### src/hw/flash_ctl_consts.svh
`ifndef FLASH_CTL_CONSTS_SVH
`define FLASH_CTL_CONSTS_SVH
`define OFS_FLASH_OPTION_WORKING 14'h0210
`define OFS_FLASH_CONTROL 14'h0211
`define OFS_PAGE_SELECT 14'h0212
`define OFS_FLASH_OPTION_NONVOLATILE 14'h3ffc
`define WINDOW_LO 14'h00c0
`define WINDOW_HI 14'h00ff
`define FLASH_BASE 14'h2000
`define BIT_PROGRAM_SELECT 0
`define BIT_MASS_ERASE 2
`define BIT_HIGH_VOLTAGE 3
`define BIT_SECURITY_CODE 0
`define ROW_BYTES 7'h40
`define RESET_PAGE_SELECT 8'h00
`define RESET_OPTION_WORKING 8'h01
`endif

### src/hw/flash_ctl_pkg.sv
package flash_ctl_pkg;
    typedef enum logic [1:0] {
        seq_idle = 2'b00,
        seq_armed = 2'b01,
        seq_high_voltage = 2'b11
    } seq_state_t;
    typedef logic [13:0] addr_t;
    typedef logic [7:0] byte_t;
endpackage : flash_ctl_pkg

### src/hw/flash_program_erase_security.sv
// Functional notes
// - rows are 64 bytes, row base aligned on 64 within flash pages.
// - program-select arms latching of address and data from later writes.
// - each reset copies nonvolatile option byte into working option register.
// - security code 0 engaged, 1 disengaged; erased state unsecured.
// - new security code takes effect only at next reset.
// - only mass erase plus reset removes security.
// - working option register reads zero in 7..1, ignores writes.
// - high voltage set only when program or erase selected and armed.
// - program-select and mass-erase never both one.
// - secured device ignores writes to program-select.
// - secured normal boot clears debug-pin enable, blocks debug.
// - security guards only flash; RAM and registers stay reachable.
// - page select supplies address bits 13..6 of the window.
`timescale 1ns/1ns
`default_nettype none
`include "flash_ctl_consts.svh"
module flash_program_erase_security (
    input wire logic sys_clk,
    input wire logic nrst,
    input wire logic [13:0] cpu_addr,
    input wire logic [7:0] cpu_wdata,
    input wire logic cpu_wr,
    input wire logic cpu_rd,
    input wire logic cpu_from_debug,
    output logic [7:0] cpu_rdata,
    input wire logic mode_select_pin,
    input wire logic debug_pin_enable_wr,
    input wire logic debug_pin_enable_in,
    output logic debug_pin_enable,
    output logic debug_blocked,
    input wire logic [7:0] array_rdata,
    output logic [13:0] array_addr,
    output logic array_rd,
    output logic array_latch,
    output logic [7:0] array_wdata,
    output logic array_program,
    output logic array_mass_erase,
    output logic array_high_voltage
);
    import flash_ctl_pkg::*;

    seq_state_t state;
    logic program_select;
    logic mass_erase;
    logic high_voltage_enable;
    logic security_code;
    logic [7:0] page_select;
    logic loading;
    logic mode_meta;
    logic mode_sync;
    logic [13:0] phys_addr;
    logic in_flash;
    logic secured;
    logic sel_ctl;
    logic flash_wr;
    logic [7:0] ctl_value;
    logic want_pgm;
    logic want_mass;
    logic want_hv;
    logic flash_rd_pending;
    logic flash_rd_blocked;

    window_map u_map (
        .cpu_addr(cpu_addr),
        .page_select(page_select),
        .phys_addr(phys_addr),
        .in_flash(in_flash)
    );

    assign secured = ~security_code;
    assign sel_ctl = cpu_wr && (cpu_addr == `OFS_FLASH_CONTROL);
    assign flash_wr = cpu_wr && in_flash;
    assign want_pgm = cpu_wdata[`BIT_PROGRAM_SELECT];
    assign want_mass = cpu_wdata[`BIT_MASS_ERASE];
    assign want_hv = cpu_wdata[`BIT_HIGH_VOLTAGE];

    // mode pin crosses in from outside
    always_ff @(posedge sys_clk or negedge nrst) begin
        if (!nrst) begin
            mode_meta <= 1'b0;
            mode_sync <= 1'b0;
        end else begin
            mode_meta <= mode_select_pin;
            mode_sync <= mode_meta;
        end
    end

    // option byte fetched in the first cycle after reset release
    always_ff @(posedge sys_clk or negedge nrst) begin
        if (!nrst) begin
            loading <= 1'b1;
            security_code <= 1'b1;
        end else if (loading) begin
            loading <= 1'b0;
            // only sampled here, so reprogramming waits for a reset
            security_code <= array_rdata[`BIT_SECURITY_CODE];
        end
    end

    always_ff @(posedge sys_clk or negedge nrst) begin
        if (!nrst) begin
            debug_pin_enable <= 1'b0;
            debug_blocked <= 1'b0;
        end else if (loading) begin
            debug_pin_enable <= 1'b0;
            debug_blocked <= 1'b0;
        end else if (secured && mode_sync) begin
            // normal boot with security: debug shut out
            debug_pin_enable <= 1'b0;
            debug_blocked <= 1'b1;
        end else if (debug_pin_enable_wr && !debug_blocked) begin
            // stays shut until the next reset, even if the mode pin drops
            debug_pin_enable <= debug_pin_enable_in;
        end
    end

    // page select is ordinary register, unaffected by security
    always_ff @(posedge sys_clk or negedge nrst) begin
        if (!nrst) begin
            page_select <= `RESET_PAGE_SELECT;
        end else if (cpu_wr && cpu_addr == `OFS_PAGE_SELECT) begin
            page_select <= cpu_wdata;
        end
    end

    always_ff @(posedge sys_clk or negedge nrst) begin
        if (!nrst) begin
            program_select <= 1'b0;
            mass_erase <= 1'b0;
        end else if (sel_ctl) begin
            // setting both at once is refused; either held blocks the other
            if (!(want_pgm && want_mass)) begin
                if (!secured && !(want_pgm && mass_erase)) begin
                    program_select <= want_pgm;
                end
                if (!(want_mass && program_select)) begin
                    mass_erase <= want_mass;
                end
            end
        end
    end

    // armed only after a flash write while selected
    always_ff @(posedge sys_clk or negedge nrst) begin
        if (!nrst) begin
            state <= seq_idle;
        end else begin
            case (state)
                seq_idle: begin
                    if (flash_wr && (program_select || mass_erase)) begin
                        state <= seq_armed;
                    end
                end
                seq_armed: begin
                    if (!program_select && !mass_erase) begin
                        state <= seq_idle;
                    end else if (high_voltage_enable) begin
                        state <= seq_high_voltage;
                    end
                end
                seq_high_voltage: begin
                    if (!high_voltage_enable) begin
                        state <= seq_idle;
                    end
                end
                default: state <= seq_idle;
            endcase
        end
    end

    always_ff @(posedge sys_clk or negedge nrst) begin
        if (!nrst) begin
            high_voltage_enable <= 1'b0;
        end else if (sel_ctl) begin
            if (!want_hv) begin
                high_voltage_enable <= 1'b0;
            end else if ((program_select || mass_erase) && state != seq_idle) begin
                high_voltage_enable <= 1'b1;
            end
        end
    end

    // latch address/data of flash writes while program or mass erase selected
    always_ff @(posedge sys_clk or negedge nrst) begin
        if (!nrst) begin
            // parked on the option byte so the first-cycle fetch reads it
            array_addr <= `OFS_FLASH_OPTION_NONVOLATILE;
            array_wdata <= 8'h00;
            array_latch <= 1'b0;
        end else begin
            array_latch <= flash_wr && (program_select || mass_erase);
            if (flash_wr && (program_select || mass_erase)) begin
                array_addr <= phys_addr;
                array_wdata <= cpu_wdata;
            end else if (loading) begin
                array_addr <= `OFS_FLASH_OPTION_NONVOLATILE;
            end else if (cpu_rd) begin
                array_addr <= phys_addr;
            end
        end
    end

    // array address is registered, so its data is taken one edge after the read
    always_ff @(posedge sys_clk or negedge nrst) begin
        if (!nrst) begin
            flash_rd_pending <= 1'b0;
            flash_rd_blocked <= 1'b0;
        end else begin
            flash_rd_pending <= cpu_rd && in_flash;
            flash_rd_blocked <= secured && (cpu_from_debug || debug_pin_enable);
        end
    end

    assign array_rd = loading || flash_rd_pending;
    assign array_program = program_select;
    assign array_mass_erase = mass_erase;
    assign array_high_voltage = high_voltage_enable;

    assign ctl_value = {4'h0, high_voltage_enable, mass_erase, 1'b0, program_select};

    always_ff @(posedge sys_clk or negedge nrst) begin
        if (!nrst) begin
            cpu_rdata <= 8'h00;
        end else if (cpu_rd && !in_flash) begin
            if (cpu_addr == `OFS_FLASH_OPTION_WORKING) begin
                cpu_rdata <= {7'h00, security_code};
            end else if (cpu_addr == `OFS_FLASH_CONTROL) begin
                cpu_rdata <= ctl_value;
            end else if (cpu_addr == `OFS_PAGE_SELECT) begin
                cpu_rdata <= page_select;
            end else begin
                cpu_rdata <= 8'h00;
            end
        end else if (flash_rd_pending) begin
            // a register read in this cycle wins, so leave a gap after flash reads
            cpu_rdata <= flash_rd_blocked ? 8'h00 : array_rdata;
        end
    end
endmodule : flash_program_erase_security
`default_nettype wire

### src/hw/window_map.sv
`timescale 1ns/1ns
`default_nettype none
`include "flash_ctl_consts.svh"
module window_map (
    input wire logic [13:0] cpu_addr,
    input wire logic [7:0] page_select,
    output logic [13:0] phys_addr,
    output logic in_flash
);
    logic in_window;
    assign in_window = (cpu_addr >= `WINDOW_LO) && (cpu_addr <= `WINDOW_HI);
    // page picks address bits 13..6 of the 64-byte block
    assign phys_addr = in_window ? {page_select, cpu_addr[5:0]} : cpu_addr;
    // flash occupies the upper half of the map
    assign in_flash = phys_addr[13];
endmodule : window_map
`default_nettype wire

### config.mk
export PLATFORM = sky130hd
export DESIGN_NAME = flash_program_erase_security
export DESIGN_NICKNAME = d
export VERILOG_FILES = /design/src/hw/flash_ctl_pkg.sv /design/src/hw/flash_program_erase_security.sv /design/src/hw/window_map.sv
export VERILOG_INCLUDE_DIRS = /design/src /design/src/hw
export SDC_FILE = /design/constraint.sdc
export NUM_CORES = 1
export LEC_CHECK = 0
export BUFFER_PORTS_ARGS = -buffer_cell sky130_fd_sc_hd__buf_4
export CORE_ASPECT_RATIO = 0.6
export CORE_MARGIN = 8
export CORE_UTILIZATION = 45
export CTS_BUF_LIST = sky130_fd_sc_hd__clkbuf_2 sky130_fd_sc_hd__clkbuf_4 sky130_fd_sc_hd__clkbuf_8
export CTS_CLUSTER_DIAMETER = 120
export CTS_CLUSTER_SIZE = 20
export DETAILED_ROUTE_END_ITERATION = 6
export GPL_TIMING_DRIVEN = 0
export PLACE_DENSITY = 0.75
export SYNTH_ARGS = -nofsm -noshare
export SYNTH_HDL_FRONTEND = slang
export SYNTH_SLANG_ARGS = --single-unit
### constraint.sdc
create_clock -name sys_clk -period 1.7 [get_ports sys_clk]
set_input_delay 0 -clock sys_clk [delete_from_list [all_inputs] [get_ports sys_clk]]
set_output_delay 0 -clock sys_clk [all_outputs]
set_load 0.05 [all_outputs]
==> summary.txt <==
Run status
  • Outcome: finished clean

Yosys
  • Yosys reg bits: 52
  • Synth cell types: 43
  • Count leader, synth: dfrtp_1
  • FFs w/ async S/R, synth: 100%
  • Largest area contributor in the netlist: dfrtp_1
  • Cell count after synthesis: 191
  • Ys flop type: dfrtp_1
  • Sequential area share after synthesis: 56.8%
  • Post-synthesis cell area: 2320 um2
  • Post-Syn Nets: 229
  • Synth area leaders: dfrtp_1 (41%), dfstp_2 (16%), a2bb2oi_1 (4.5%), mux2_2 (4.4%), mux2_1 (3.9%)
  • Syn_area_per_cell: 12.2 um2
  • Yosys warning total: 0
  • Most instantiated cells after synthesis: dfrtp_1 (38), a21oi_1 (17), dfstp_2 (14), inv_1 (13), a2bb2oi_1 (12)
  • EDFF count, synth: 0
  • Top cell type's share of synthesized area: 41.0%

Drt
  • Routed Antenna Nets: 0
  • Initial DRC count: 103
  • DR DRC count: 0
  • Via density: 5.08
  • Vias: 1848
  • Drt first pass iters: 4
  • Post-DR wirelength/cell: 16.9 um
  • Drt total wl: 6150 um

Worst setup path
  • CP max stage delay: 0.44 ns
  • CP Cell Sequence: and4b_2, a211oi_4, clkbuf_4, a21oi_1, a31o_2
  • CP Class: flip-flop to flip-flop
  • Slowest-stage cell, CP: dfrtp_1
  • Critical path arrival: 1.84 ns
  • Setup crit end kind: flip-flop
  • Crit path launch type: flip-flop
  • CP max FO: 10
  • CP required: 1.90 ns

STA
  • Final Hold Vio Count: 0
  • Max-slew headroom: 56.4%
  • Worst Tran Pin Value: 0.648 ns
  • Final period util: 96.0%
  • Fmax: 0.613 GHz
  • Final hold slack: 0.0180 ns
  • Final setup fails: 0
  • Slew Viols, Final: 0
  • Setup TNS: 0 ns
  • Crit path time final: 1.63 ns
  • Clk_skew: 0.00876 ns
  • RSZ-0062 raised after global routing: no

Run
  • Max_cap viols: 0

Global route
  • Largest net degree at the start of global routing: 53
  • Initial antenna violation count: 0
  • First-pass GRT wire length: 9950 um
  • GRT Overall Usage: 16.3%
  • Vias in the first global route: 1925
  • Total global routing overflow: 0

Pwr
  • VDD IR max: 537 uV
  • Pleak: 1.61 nW
  • PD cells: 767 nW/um2

Clock network
  • H-tree depth: 2
  • CTS tree: done
  • Clock latency on the worst-skew pair: 0.31 ns
  • CTS root buf: clkbuf_8
  • Number of buffers created by CTS: 5
  • Clock Tree Buf Depth: 2
  • Clk slew on worst S/H paths: 0.09 ns
  • CTS Sinks: 52

Floorplanning
  • Initial core utilization: 46.4%
  • Die W: 109 um
  • Rows: 20
  • Die ar.: 7790 um2
  • Core area: 5000 um2
  • Ports: 75
  • Die span in y: 71.6 um

Final layout
  • N_diodes: 0
  • Final core occ: 66.9%
  • Final #Nets: 335
  • Synthesis-to-finish area growth: 44.3%
  • Share of cells above drive strength 1: 44.0%

Placement
  • GP Congestion: 0.797
  • DP HPWL: 4560 um
  • Number of port buffers: 74

Min path
  • HP Class: input pin to flip-flop
[per-layer routing]
| metal | GRT usage (%) | up-vias | part of all wire, % |
|---|---|---|---|
| met5 | 0 | - | 0 |
| met4 | 2.71 | 0 | 0.47 |
| met3 | 7.16 | 5 | 10 |
| met2 | 24.0 | 63 | 43 |
| met1 | 21.9 | 872 | 46 |
| li1 | - | 908 | - |
[cells in the final DEF, fill, tap and decap left out, drive strengths merged, types with 2 or more instances in the layout]
master       count
dfrtp           38
a31o             5
dfstp           14
o21ai            4
a21oi           17
a22oi            2
mux2            17
mux2i            2
or3              2
nand3b          10
a21o             3
nor2b            5
dlygate4sd3     23
a2bb2oi         12
or4              2
nor2             9
nor4             3
inv             13
buf             77
clkbuf          10
nand2b          11
o41ai            2
o2bb2ai          2
[stage by stage]
step	instances	worst slack [ns]	cell area, um2	total power [W]
detailed placement	331	-0.246	2970	0.00183
CTS	364	0.00819	3340	0.00258
finish	364	0.0675	3350	0.00257
floorplan	191	0.0886	2330	0.00162
global route	364	0.00343	3350	0.00269
global placement	331	-0.220	2970	0.00183
[final cells by class]
class	count	area, um2
sequential	52	1320
tap	66	82.6
clock inverter	1	5.00
inverter	13	48.8
buffer	4	26.3
multi-input combinational	122	980
fill	398	1660
clock buffer	7	83.8
timing repair buffer	99	801
[logic make-up (layout without fill, tap and decap cells)]
kind of cell | count (synthesis) | in the layout | synth area share, %
compound gates | 53 | 53 | 16.1
buf+inv | 17 | 124 | 2.80
flops | 52 | 52 | 56.8
mux | 19 | 19 | 9.11
other cells | 1 | 1 | 0.162
simple gates | 49 | 49 | 15.0
[sequential cells by signal, indices dropped and copies added (netlist names)]
name	count
debug_blocked	1
array_latch	1
page_select	8
array_wdata	8
state	2
loading	1
array_addr	14
array_program	1
array_high_voltage	1
array_mass_erase	1
flash_rd_pending	1
flash_rd_blocked	1
cpu_rdata	8
mode_sync	1
security_code	1
debug_pin_enable	1
mode_meta	1
[worst max-delay path, delay by kind of cell (launching register included)]
family | cells | cell delay [ns]
AOI/OAI and AO/OA | 3 | 0.52
DFF | 1 | 0.44
and+or+nand+nor | 1 | 0.31
buffers and inverters | 1 | 0.26
[worst paths after layout]
kind	start	to	slack [ns]	depth (start not counted)
hold / removal	cpu_addr[11]	array_addr[11]	0.02	3
hold reg to reg	mode_meta	mode_sync	0.36	0
max in group asynchronous	nrst	array_program	0.98	2
setup reg to reg	page_select[7]	cpu_rdata[7]	0.07	5
min in group asynchronous	nrst	array_wdata[3]	0.27	2
setup / recovery	page_select[7]	cpu_rdata[7]	0.07	5
[report_power, final]
part / switching (W) / internal [W]
registers: 0.0000371 / 0.00130
logic: 0.000299 / 0.000226
clock network: 0.000383 / 0.000322
[repair_timing]
action,in CTS,in global routing
resized for setup,10,4
pin swaps,2,2
endpoints found under the setup margin,27,20
hold buffers,23,0
endpoints found under the hold margin,71,0
setup buffers,2,0
No activity file was read; power rests on OpenSTA's default activity.
